<file path="src/rtl/rlg_pkg.sv">
// package: register map, field layout, reset values and timing of the relay logic engine
// Contract
// - inverter output is the complement of its single input every evaluation
// - conjunction output high only when every connected input is high
// - disjunction output high when any connected input is high
// - exclusive-or output high when exactly one connected input is high
// - not-or output high only while no connected input is high
// - set-dominant latch sets, holds, clears; both inputs high gives 1
// - reset-dominant latch like set-dominant, but both inputs high gives 0
// - flip-flop samples data on rising clock input, otherwise holds
// - counter adds one each time its count input goes high; the code holds the count once it reaches its all-ones maximum
// - counter output high while count is at least the trigger value
// - counter clear input returns the count to zero
// - delay holds separate millisecond rise and fall settings
// - at most sixteen delay primitives in one configuration
// - edge primitive gives one 5 ms pulse on selected transition, else low
// - polarity high selects rising transitions, low selects falling
// - panel latch sets on input, back key clears, input wins over clear
// - comparator output high while measurement satisfies operator against value
// - operator selects equal, not equal, less, greater, less-equal, greater-equal
// - all primitives evaluated once per logic cycle of 5 ms
// - evaluation runs left to right, upstream results feed downstream same cycle
// - multi-input gates accept up to ten inputs
// - configuration limited to 768 primitives and 256 wires
package rlg_pkg;
  // timing
  localparam int CLK_PERIOD_NS = 10;
  localparam int LOGIC_CYCLE_MS = 5;
  localparam int TICK_CYCLES = LOGIC_CYCLE_MS * 1000000 / CLK_PERIOD_NS;
  localparam int TICK_CNT_W = 20;
  // sizes
  localparam int NUM_SIG = 16;
  localparam int NUM_GATE_IN = 10;
  localparam int NUM_DLY = 16;
  localparam int NODE_W = 5;
  localparam int DLY_MS_W = 12;
  localparam int CNT_W = 16;
  localparam int MEAS_W = 16;
  localparam int RES_W = 12 + NUM_DLY;
  localparam logic [15:0] MAX_GATES = 16'h0300;
  localparam logic [15:0] MAX_WIRES = 16'h0100;
  // register byte offsets
  localparam logic [7:0] REG_CTRL = 8'h00;
  localparam logic [7:0] REG_AND_MASK = 8'h04;
  localparam logic [7:0] REG_OR_MASK = 8'h08;
  localparam logic [7:0] REG_XOR_MASK = 8'h0C;
  localparam logic [7:0] REG_NOR_MASK = 8'h10;
  localparam logic [7:0] REG_NOT_SEL = 8'h14;
  localparam logic [7:0] REG_LATCH_SEL = 8'h18;
  localparam logic [7:0] REG_SEQ_SEL = 8'h1C;
  localparam logic [7:0] REG_EDGE_SEL = 8'h20;
  localparam logic [7:0] REG_CNT_TRIG = 8'h24;
  localparam logic [7:0] REG_CMP_CFG = 8'h28;
  localparam logic [7:0] REG_CNT_VAL = 8'h2C;
  localparam logic [7:0] REG_RESULT = 8'h30;
  localparam logic [7:0] REG_CAPACITY = 8'h34;
  localparam logic [1:0] REG_DLY_PAGE = 2'h1;
  // field positions
  localparam int SEL_F0 = 0;
  localparam int SEL_F1 = 8;
  localparam int SEL_F2 = 16;
  localparam int SEL_F3 = 24;
  localparam int DLY_RISE_LSB = 0;
  localparam int DLY_FALL_LSB = 12;
  localparam int DLY_SEL_LSB = 24;
  localparam int DLY_CFG_W = 29;
  localparam int CMP_VAL_LSB = 0;
  localparam int CMP_OP_LSB = 16;
  localparam int CMP_CFG_W = 19;
  // reset values
  localparam logic CTRL_RUN_RST = 1'b1;
  localparam logic [CNT_W-1:0] CNT_TRIG_RST = 16'h0001;
  // node indices: 0..15 are binary signals
  localparam int NODE_NOT = 16;
  localparam int NODE_AND = 17;
  localparam int NODE_OR = 18;
  localparam int NODE_XOR = 19;
  localparam int NODE_NOR = 20;
  localparam int NODE_CMP = 21;
  // result bit positions
  localparam int RES_NOT = 0;
  localparam int RES_AND = 1;
  localparam int RES_OR = 2;
  localparam int RES_XOR = 3;
  localparam int RES_NOR = 4;
  localparam int RES_DLY = 12;
  // comparator operators
  typedef enum logic [2:0] {
    CMP_EQ = 3'h0,
    CMP_NE = 3'h1,
    CMP_LT = 3'h2,
    CMP_GT = 3'h3,
    CMP_LE = 3'h4,
    CMP_GE = 3'h5
  } rlg_cmp_op_t;
endpackage

</file>
<file path="src/rtl/rlg_delay.sv">
// on/off delay primitive counted in whole logic cycles
`timescale 1ns/1ps
`default_nettype none
module rlg_delay
  import rlg_pkg::*;
(
  // clock and reset
  input wire logic pclk,
  input wire logic presetn,
  // evaluation strobe and data
  input wire logic tick,
  input wire logic din,
  // delay settings in ms
  input wire logic [DLY_MS_W-1:0] rise_ms,
  input wire logic [DLY_MS_W-1:0] fall_ms,
  // delayed output
  output logic dout_q
);
  logic [DLY_MS_W:0] elapsed_q;
  logic [DLY_MS_W:0] elapsed_d;
  logic out_d;

  // pick the setting for the pending direction
  wire logic [DLY_MS_W:0] target = {1'b0, din ? rise_ms : fall_ms};
  wire logic pending = din != dout_q;
  wire logic expired = elapsed_q >= target;
  wire logic [DLY_MS_W:0] step_sum = elapsed_q + (DLY_MS_W+1)'(LOGIC_CYCLE_MS);

  // elapsed time restarts whenever the input agrees with the output again
  always_comb begin
    elapsed_d = elapsed_q;
    out_d = dout_q;
    if (tick) begin
      if (!pending) begin
        elapsed_d = '0;
      end else if (expired) begin
        out_d = din;
        elapsed_d = '0;
      end else begin
        elapsed_d = step_sum;
      end
    end
  end

  // state
  always_ff @(posedge pclk or negedge presetn) begin
    if (!presetn) begin
      elapsed_q <= '0;
      dout_q <= 1'b0;
    end else begin
      elapsed_q <= elapsed_d;
      dout_q <= out_d;
    end
  end
endmodule
`default_nettype wire

</file>
<file path="src/rtl/rlg_logic_engine.sv">
// relay logic engine: gate library evaluated every logic cycle, configured over apb
`timescale 1ns/1ps
`default_nettype none
module rlg_logic_engine
  import rlg_pkg::*;
#(
  parameter int TICK_CNT = TICK_CYCLES
)(
  // apb clock and reset
  input wire logic pclk,
  input wire logic presetn,
  // apb slave
  input wire logic psel,
  input wire logic penable,
  input wire logic pwrite,
  input wire logic [7:0] paddr,
  input wire logic [31:0] pwdata,
  output logic [31:0] prdata,
  output logic pready,
  output logic pslverr,
  // relay binary signals and front panel back key
  input wire logic [NUM_SIG-1:0] sig_in,
  input wire logic back_key,
  // measurement from same-clock logic
  input wire logic [MEAS_W-1:0] meas_in,
  // primitive results and cycle strobe
  output logic [RES_W-1:0] logic_out,
  output logic cycle_done
);
  localparam logic [TICK_CNT_W-1:0] TICK_LAST = TICK_CNT_W'(TICK_CNT - 1);

  // configuration registers
  logic run_q;
  logic [NUM_GATE_IN-1:0] and_mask_q;
  logic [NUM_GATE_IN-1:0] or_mask_q;
  logic [NUM_GATE_IN-1:0] xor_mask_q;
  logic [NUM_GATE_IN-1:0] nor_mask_q;
  logic [3:0] not_sel_q;
  logic [31:0] latch_sel_q;
  logic [31:0] seq_sel_q;
  logic [23:0] edge_sel_q;
  logic [CNT_W-1:0] cnt_trig_q;
  logic [CMP_CFG_W-1:0] cmp_cfg_q;
  logic [DLY_CFG_W-1:0] dly_cfg_q [NUM_DLY];
  // input conditioning and cycle timing
  logic [NUM_SIG:0] sync1_q;
  logic [NUM_SIG:0] sync2_q;
  logic [NUM_SIG:0] sync3_q;
  logic [NUM_SIG:0] pin_q;
  logic back_pend_q;
  logic [TICK_CNT_W-1:0] tick_cnt_q;
  logic tick_q;
  // primitive state
  logic [31:0] prev_node_q;
  logic [4:0] gate_q;
  logic sr_q;
  logic rs_q;
  logic dff_q;
  logic [CNT_W-1:0] cnt_q;
  logic cnt_out_q;
  logic edge_q;
  logic panel_q;
  logic cmp_q;
  logic g_cmp;
  logic [NUM_DLY-1:0] dly_out;
  logic [31:0] rd_mux;

  // apb decode
  wire logic apb_setup = psel & ~penable;
  wire logic wr_en = psel & penable & pready & pwrite;
  wire logic dly_hit = paddr[7:6] == REG_DLY_PAGE;
  wire logic [3:0] dly_idx = paddr[5:2];
  wire logic addr_ok = (paddr[1:0] == 2'h0) & (dly_hit | (paddr <= REG_CAPACITY));
  wire logic wr_ok = wr_en & addr_ok;
  wire logic we_ctrl = wr_ok & (paddr == REG_CTRL);
  wire logic we_and = wr_ok & (paddr == REG_AND_MASK);
  wire logic we_or = wr_ok & (paddr == REG_OR_MASK);
  wire logic we_xor = wr_ok & (paddr == REG_XOR_MASK);
  wire logic we_nor = wr_ok & (paddr == REG_NOR_MASK);
  wire logic we_not = wr_ok & (paddr == REG_NOT_SEL);
  wire logic we_latch = wr_ok & (paddr == REG_LATCH_SEL);
  wire logic we_seq = wr_ok & (paddr == REG_SEQ_SEL);
  wire logic we_edge = wr_ok & (paddr == REG_EDGE_SEL);
  wire logic we_trig = wr_ok & (paddr == REG_CNT_TRIG);
  wire logic we_cmp = wr_ok & (paddr == REG_CMP_CFG);
  wire logic we_dly = wr_ok & dly_hit;

  // apb answer: one wait-free access phase after each setup cycle
  always_ff @(posedge pclk or negedge presetn) begin
    if (!presetn) begin
      pready <= 1'b0;
      prdata <= 32'h0000_0000;
      pslverr <= 1'b0;
    end else begin
      pready <= apb_setup;
      prdata <= (apb_setup & ~pwrite) ? rd_mux : 32'h0000_0000;
      pslverr <= apb_setup & ~addr_ok;
    end
  end

  // register writes
  always_ff @(posedge pclk or negedge presetn) begin
    if (!presetn) begin
      run_q <= CTRL_RUN_RST;
      and_mask_q <= '0;
      or_mask_q <= '0;
      xor_mask_q <= '0;
      nor_mask_q <= '0;
      not_sel_q <= '0;
      latch_sel_q <= '0;
      seq_sel_q <= '0;
      edge_sel_q <= '0;
      cnt_trig_q <= CNT_TRIG_RST;
      cmp_cfg_q <= '0;
    end else begin
      if (we_ctrl) run_q <= pwdata[0];
      if (we_and) and_mask_q <= pwdata[NUM_GATE_IN-1:0];
      if (we_or) or_mask_q <= pwdata[NUM_GATE_IN-1:0];
      if (we_xor) xor_mask_q <= pwdata[NUM_GATE_IN-1:0];
      if (we_nor) nor_mask_q <= pwdata[NUM_GATE_IN-1:0];
      if (we_not) not_sel_q <= pwdata[3:0];
      if (we_latch) latch_sel_q <= pwdata;
      if (we_seq) seq_sel_q <= pwdata;
      if (we_edge) edge_sel_q <= pwdata[23:0];
      if (we_trig) cnt_trig_q <= pwdata[CNT_W-1:0];
      if (we_cmp) cmp_cfg_q <= pwdata[CMP_CFG_W-1:0];
    end
  end

  // delay settings, one word per delay primitive
  always_ff @(posedge pclk or negedge presetn) begin
    if (!presetn) begin
      for (int i = 0; i < NUM_DLY; i++) dly_cfg_q[i] <= '0;
    end else if (we_dly) begin
      dly_cfg_q[dly_idx] <= pwdata[DLY_CFG_W-1:0];
    end
  end

  // read data selection
  always_comb begin
    rd_mux = 32'h0000_0000;
    if (dly_hit) begin
      rd_mux = {3'h0, dly_cfg_q[dly_idx]};
    end else begin
      case (paddr)
        REG_CTRL: rd_mux = {31'h0000_0000, run_q};
        REG_AND_MASK: rd_mux = {22'h00_0000, and_mask_q};
        REG_OR_MASK: rd_mux = {22'h00_0000, or_mask_q};
        REG_XOR_MASK: rd_mux = {22'h00_0000, xor_mask_q};
        REG_NOR_MASK: rd_mux = {22'h00_0000, nor_mask_q};
        REG_NOT_SEL: rd_mux = {28'h000_0000, not_sel_q};
        REG_LATCH_SEL: rd_mux = latch_sel_q;
        REG_SEQ_SEL: rd_mux = seq_sel_q;
        REG_EDGE_SEL: rd_mux = {8'h00, edge_sel_q};
        REG_CNT_TRIG: rd_mux = {16'h0000, cnt_trig_q};
        REG_CMP_CFG: rd_mux = {13'h0000, cmp_cfg_q};
        REG_CNT_VAL: rd_mux = {16'h0000, cnt_q};
        REG_RESULT: rd_mux = {4'h0, logic_out};
        REG_CAPACITY: rd_mux = {MAX_WIRES, MAX_GATES};
        default: rd_mux = 32'h0000_0000;
      endcase
    end
  end

  // pin synchroniser: a bit changes once the second and third stage agree
  wire logic [NUM_SIG:0] agree = ~(sync2_q ^ sync3_q);
  always_ff @(posedge pclk or negedge presetn) begin
    if (!presetn) begin
      sync1_q <= '0;
      sync2_q <= '0;
      sync3_q <= '0;
      pin_q <= '0;
    end else begin
      sync1_q <= {back_key, sig_in};
      sync2_q <= sync1_q;
      sync3_q <= sync2_q;
      pin_q <= (pin_q & ~agree) | (sync3_q & agree);
    end
  end

  // back key press is held until the next cycle consumes it; a new press wins
  always_ff @(posedge pclk or negedge presetn) begin
    if (!presetn) back_pend_q <= 1'b0;
    else back_pend_q <= pin_q[NUM_SIG] | (back_pend_q & ~tick_q);
  end

  // logic cycle strobe, one pulse every cycle period while running
  always_ff @(posedge pclk or negedge presetn) begin
    if (!presetn) begin
      tick_cnt_q <= '0;
      tick_q <= 1'b0;
    end else if (!run_q) begin
      tick_cnt_q <= '0;
      tick_q <= 1'b0;
    end else begin
      tick_cnt_q <= (tick_cnt_q == TICK_LAST) ? '0 : tick_cnt_q + 1'b1;
      tick_q <= tick_cnt_q == TICK_LAST;
    end
  end

  // first stage: stateless gates and comparator
  wire logic [NUM_SIG-1:0] sig = pin_q[NUM_SIG-1:0];
  wire logic [NUM_GATE_IN-1:0] gin = sig[NUM_GATE_IN-1:0];
  wire logic g_not = ~sig[not_sel_q];
  wire logic g_and = (|and_mask_q) & (&(gin | ~and_mask_q));
  wire logic g_or = |(gin & or_mask_q);
  wire logic g_xor = $countones(gin & xor_mask_q) == 1;
  wire logic g_nor = ~|(gin & nor_mask_q);
  wire logic [MEAS_W-1:0] cmp_val = cmp_cfg_q[CMP_VAL_LSB +: MEAS_W];
  wire logic [2:0] cmp_op = cmp_cfg_q[CMP_OP_LSB +: 3];

  // comparator relation
  always_comb begin
    case (cmp_op)
      CMP_EQ: g_cmp = meas_in == cmp_val;
      CMP_NE: g_cmp = meas_in != cmp_val;
      CMP_LT: g_cmp = meas_in < cmp_val;
      CMP_GT: g_cmp = meas_in > cmp_val;
      CMP_LE: g_cmp = meas_in <= cmp_val;
      CMP_GE: g_cmp = meas_in >= cmp_val;
      default: g_cmp = 1'b0;
    endcase
  end

  // node vector: first-stage results feed the second stage in the same cycle
  wire logic [31:0] node = {10'h000, g_cmp, g_nor, g_xor, g_or, g_and, g_not, sig};

  // second stage input selection
  wire logic sr_set = node[latch_sel_q[SEL_F0 +: NODE_W]];
  wire logic sr_clr = node[latch_sel_q[SEL_F1 +: NODE_W]];
  wire logic rs_set = node[latch_sel_q[SEL_F2 +: NODE_W]];
  wire logic rs_clr = node[latch_sel_q[SEL_F3 +: NODE_W]];
  wire logic [NODE_W-1:0] dff_d_idx = seq_sel_q[SEL_F0 +: NODE_W];
  wire logic [NODE_W-1:0] dff_c_idx = seq_sel_q[SEL_F1 +: NODE_W];
  wire logic [NODE_W-1:0] cnt_idx = seq_sel_q[SEL_F2 +: NODE_W];
  wire logic cnt_clr = node[seq_sel_q[SEL_F3 +: NODE_W]];
  wire logic [NODE_W-1:0] edge_idx = edge_sel_q[SEL_F0 +: NODE_W];
  wire logic edge_pol = node[edge_sel_q[SEL_F1 +: NODE_W]];
  wire logic panel_in = node[edge_sel_q[SEL_F2 +: NODE_W]];

  // transitions are judged against the value seen at the previous cycle
  wire logic dff_rise = node[dff_c_idx] & ~prev_node_q[dff_c_idx];
  wire logic count_pulse_input = node[cnt_idx] & ~prev_node_q[cnt_idx];
  wire logic edge_up = node[edge_idx] & ~prev_node_q[edge_idx];
  wire logic edge_dn = ~node[edge_idx] & prev_node_q[edge_idx];

  // second stage next values
  wire logic sr_d = sr_set | (~sr_clr & sr_q);
  wire logic rs_d = ~rs_clr & (rs_set | rs_q);
  wire logic dff_d = dff_rise ? node[dff_d_idx] : dff_q;
  wire logic cnt_full = cnt_q == {CNT_W{1'b1}};
  wire logic [CNT_W-1:0] cnt_inc = (count_pulse_input & ~cnt_full) ? cnt_q + 1'b1 : cnt_q;
  wire logic [CNT_W-1:0] cnt_d = cnt_clr ? '0 : cnt_inc;
  wire logic edge_d = edge_pol ? edge_up : edge_dn;
  wire logic panel_d = panel_in | (~back_pend_q & panel_q);

  // evaluation of all primitives, once per logic cycle
  always_ff @(posedge pclk or negedge presetn) begin
    if (!presetn) begin
      prev_node_q <= '0;
      gate_q <= '0;
      sr_q <= 1'b0;
      rs_q <= 1'b0;
      dff_q <= 1'b0;
      cnt_q <= '0;
      cnt_out_q <= 1'b0;
      edge_q <= 1'b0;
      panel_q <= 1'b0;
      cmp_q <= 1'b0;
    end else if (tick_q) begin
      prev_node_q <= node;
      gate_q <= {g_nor, g_xor, g_or, g_and, g_not};
      sr_q <= sr_d;
      rs_q <= rs_d;
      dff_q <= dff_d;
      cnt_q <= cnt_d;
      cnt_out_q <= cnt_d >= cnt_trig_q;
      edge_q <= edge_d;
      panel_q <= panel_d;
      cmp_q <= g_cmp;
    end
  end

  // sixteen delay primitives, each with its own input select and settings
  for (genvar i = 0; i < NUM_DLY; i++) begin : g_dly
    rlg_delay u_dly (
      .pclk(pclk),
      .presetn(presetn),
      .tick(tick_q),
      .din(node[dly_cfg_q[i][DLY_SEL_LSB +: NODE_W]]),
      .rise_ms(dly_cfg_q[i][DLY_RISE_LSB +: DLY_MS_W]),
      .fall_ms(dly_cfg_q[i][DLY_FALL_LSB +: DLY_MS_W]),
      .dout_q(dly_out[i])
    );
  end

  // outputs straight from state flops
  assign logic_out = {dly_out, cmp_q, panel_q, edge_q, cnt_out_q, dff_q, rs_q, sr_q, gate_q};
  assign cycle_done = tick_q;
endmodule
`default_nettype wire

</file>
<file path="config.mk">
export PLATFORM = sky130hd
export DESIGN_NAME = rlg_logic_engine
export DESIGN_NICKNAME = d
export VERILOG_FILES = /design/src/rtl/rlg_pkg.sv /design/src/rtl/rlg_delay.sv /design/src/rtl/rlg_logic_engine.sv
export SDC_FILE = /design/constraint.sdc
export NUM_CORES = 2
export LEC_CHECK = 0
export ABC_AREA = 0
export BUFFER_PORTS_ARGS = -buffer_cell sky130_fd_sc_hd__buf_2
export CELL_PAD_IN_SITES_DETAIL_PLACEMENT = 1
export CELL_PAD_IN_SITES_GLOBAL_PLACEMENT = 2
export CORE_MARGIN = 8
export CORE_UTILIZATION = 41
export DETAILED_ROUTE_END_ITERATION = 10
export GPL_TIMING_DRIVEN = 0
export PLACE_DENSITY = 0.82
export SYNTH_ARGS = -nofsm -noshare
export SYNTH_HDL_FRONTEND = slang
export SYNTH_SLANG_ARGS = --single-unit
</file>
<file path="constraint.sdc">
create_clock -name pclk -period 11.71 [get_ports pclk]
set_clock_uncertainty 0.2 [all_clocks]
set_input_delay 2.342 -clock pclk [delete_from_list [all_inputs] [get_ports pclk]]
set_output_delay 2.342 -clock pclk [all_outputs]
set_load 0.03 [all_outputs]
</file>
==> impl_metrics.ini <==
[placement]
port_buffers = 126
gp_congestion = 1.04
dp_hpwl_um = 198000
dp_slack_ns = 0.223

[die]
core_region_area_um2 = 145000
io_pins = 141
die_area_um2 = 158000
start_util = 0.411
die_y_um = 397
die_x_um = 397
rows = 140

[logic_synthesis]
ys_seq_area_frac = 0.430
ys_top_cells_by_count = dfrtp_1, mux2_2, clkbuf_1, mux4_2, ha_1
syn_nets = 5378
ys_warn_count = 0
synth.distinct_cells = 91
async_flop_share = 1.00
synth_area_leaders = dfrtp_1, mux2_2, mux4_2, ha_1, mux2i_1
synth.avg_cell_area_um2 = 11.8
synth-seq-cells = 1024
synthMostInstantiatedCell = dfrtp_1
syn_area_um2 = 59700
synth_top_area_share = 0.429
synth_edf_count = 0
synth_flop_cell = dfrtp_1
synth_top_area_cell = dfrtp_1
syn_inst = 5050

[drt]
viasPerCell = 6.66
drtIter0Drc = 5576
routed_wl_um = 265000
first_pass_iters = 6
post_drt_wl_per_cell_um = 36.0
drc = 0
via_count = 48871
drtAntennaViolNets = 0

[clock_network]
cts_root_buf = clkbuf_16
cts_tree = done
cts_buffer_depth = 3
cts_made_buffers = 118
cts-hold-fix-buffers = 0
htree_levels = 3
cts.sinks = 1024
path_clk_slew_ns = 0.06
insertion_delay_ns = 0.78

[critical_path]
end_kind = flop
startpoint_type = flop
crit_fanout = 10
cp_common_cell = fa_1
crit_buf_inv = 10
path_class = reg2reg
slowest_stage = dfrtp_1
ff2ff_path_depth = 32
required_ns = 12.16
crit_arrival_ns = 11.73
path_depth = 32
critical-path-top-delay-family = compound AO/OA/AOI/OAI gates
slowest_delay_ns = 0.73

[timing]
setup_ws_ns = 0.435
worst_pin_slew_ns = 1.66
period_share = 0.963
fmax_ghz = 0.0887
slew_headroom = -0.108
rsz0062_at_grt = no
finalHoldViolations = 0
tns_ns = 0
setup_violations = 0
finalCriticalPeriod_ns = 11.28
drv_slew = 21

[hold_path]
worstHoldStart = sync1_q[15]
min_path_type = reg2reg
holdPathStages = 0

[global_routing]
gr-total-overflow = 0
grt_max_degree = 166
grt_pass1_wl_um = 376000
grt_pass1_vias = 49279
antenna_found_initial = 34
grtUsageTotal = 0.329

[status]
violations = capacitance limit, slew limit
outcome = finished with violations

[power_and_ir_drop]
vdd_ir_drop_max_uv = 115
leakagePower_nw = 30.6
powerDensity_nw_per_um2 = 121

[finish]
syn_to_final_growth_pct = 12.5
layout-drive-gt1-share = 0.264
nets = 5638

[job]
drv_cap = 2
[worst register-to-register path: cells and delay by family, from the launching register on]
kind            cells  cell delay (ns)
fa+ha+maj           6             2.09
flops               1             0.73
simple gates        5             1.29
mux                 1             0.54
buf+inv            10             3.07
compound gates     10             3.25
[cell type report]
| cell class | instances | area (um^2) |
|---|---|---|
| Fill cell | 15326 | 77900 |
| Multi-Input combinational cell | 3451 | 31800 |
| Sequential cell | 1024 | 25600 |
| Clock buffer | 170 | 3420 |
| Tap cell | 1917 | 2400 |
| Buffer | 417 | 1760 |
| Timing Repair Buffer | 140 | 935 |
| Inverter | 158 | 593 |
| Clock inverter | 43 | 553 |
| Antenna cell | 23 | 57.6 |
[cell families after synthesis]
family | synth area share
mux | 0.264
flops | 0.430
simple gates | 0.0892
compound gates | 0.116
buf+inv | 0.0389
fa+ha+maj | 0.0560
xor+xnor | 0.00682
[sequential cells by signal, summed over array words and instances, names as in the netlist, 4 cells and up, named ones only]
register / flops
and_mask_q: 10
cmp_cfg_q: 19
cnt_q: 16
cnt_trig_q: 16
dly_cfg_q: 464
edge_sel_q: 24
g_dly.u_dly.dout_q: 16
g_dly.u_dly.elapsed_q: 208
gate_q: 4
latch_sel_q: 32
nor_mask_q: 10
not_sel_q: 4
or_mask_q: 10
prdata: 32
prev_node_q: 17
seq_sel_q: 32
sync1_q: 17
sync2_q: 17
sync3_q: 17
tick_cnt_q: 20
xor_mask_q: 10
[cell usage in the layout (no fill, tap or decap), types with 55 or more instances in the layout]
cell type,instances
buf_2,167
nand2_1,238
mux2i_1,206
a22oi_1,55
ha_1,244
a22o_1,87
o21ai_0,227
nand3_1,106
mux2_2,643
mux4_2,285
inv_1,158
a21oi_1,109
nand2b_1,80
nor2b_1,101
o31ai_1,55
a21o_1,83
clkbuf_16,120
dfrtp_1,1022
nor2_1,171
and3_1,79
clkbuf_1,296
[final timing paths]
path                                               endpoint  slack, ns
worst min register to register                  sync2_q[15]       0.14
min in group asynchronous       g_dly[4].u_dly.elapsed_q[1]       1.49
worst max-delay path            g_dly[2].u_dly.elapsed_q[8]       0.43
worst max register to register  g_dly[2].u_dly.elapsed_q[8]       0.43
max in group asynchronous                     tick_cnt_q[8]       7.26
worst min-delay path                            sync2_q[15]       0.14
[where the power goes]
group	switching, W	total, W	internal (W)
clock	0.00164	0.00390	0.00226
combinational	0.000461	0.000655	0.000194
sequential	0.0000375	0.00361	0.00357
[metrics by stage]
step / utilization / power, W / hold WS [ns] / cells / cell area, um^2
after detailed placement: 0.435 / 0.00430 / 0.136 / 7106 / 63000
final: 0.463 / 0.00816 / 0.138 / 7343 / 67100
after CTS: 0.462 / 0.00816 / 0.149 / 7319 / 67000
after global routing: 0.462 / 0.00832 / 0.158 / 7325 / 67100
after floorplan: - / 0.00397 / 0.131 / 5050 / 59700
after global placement: 0.432 / 0.00428 / 0.134 / 7093 / 62700
[metal layers]
metal	GRT usage	wire, um	up-vias
met1	0.434	105000	25696
met4	0.189	18700	18
met3	0.112	31100	749
li1	-	-	19593
met2	0.470	110000	2815
met5	0	113	-
[what timing repair did]
item,in CTS,in global routing
gates resized for setup,0,21
setup endpoints to repair,0,27
setup buffers,0,0
Note: power is estimated with default switching activity, not from simulation.
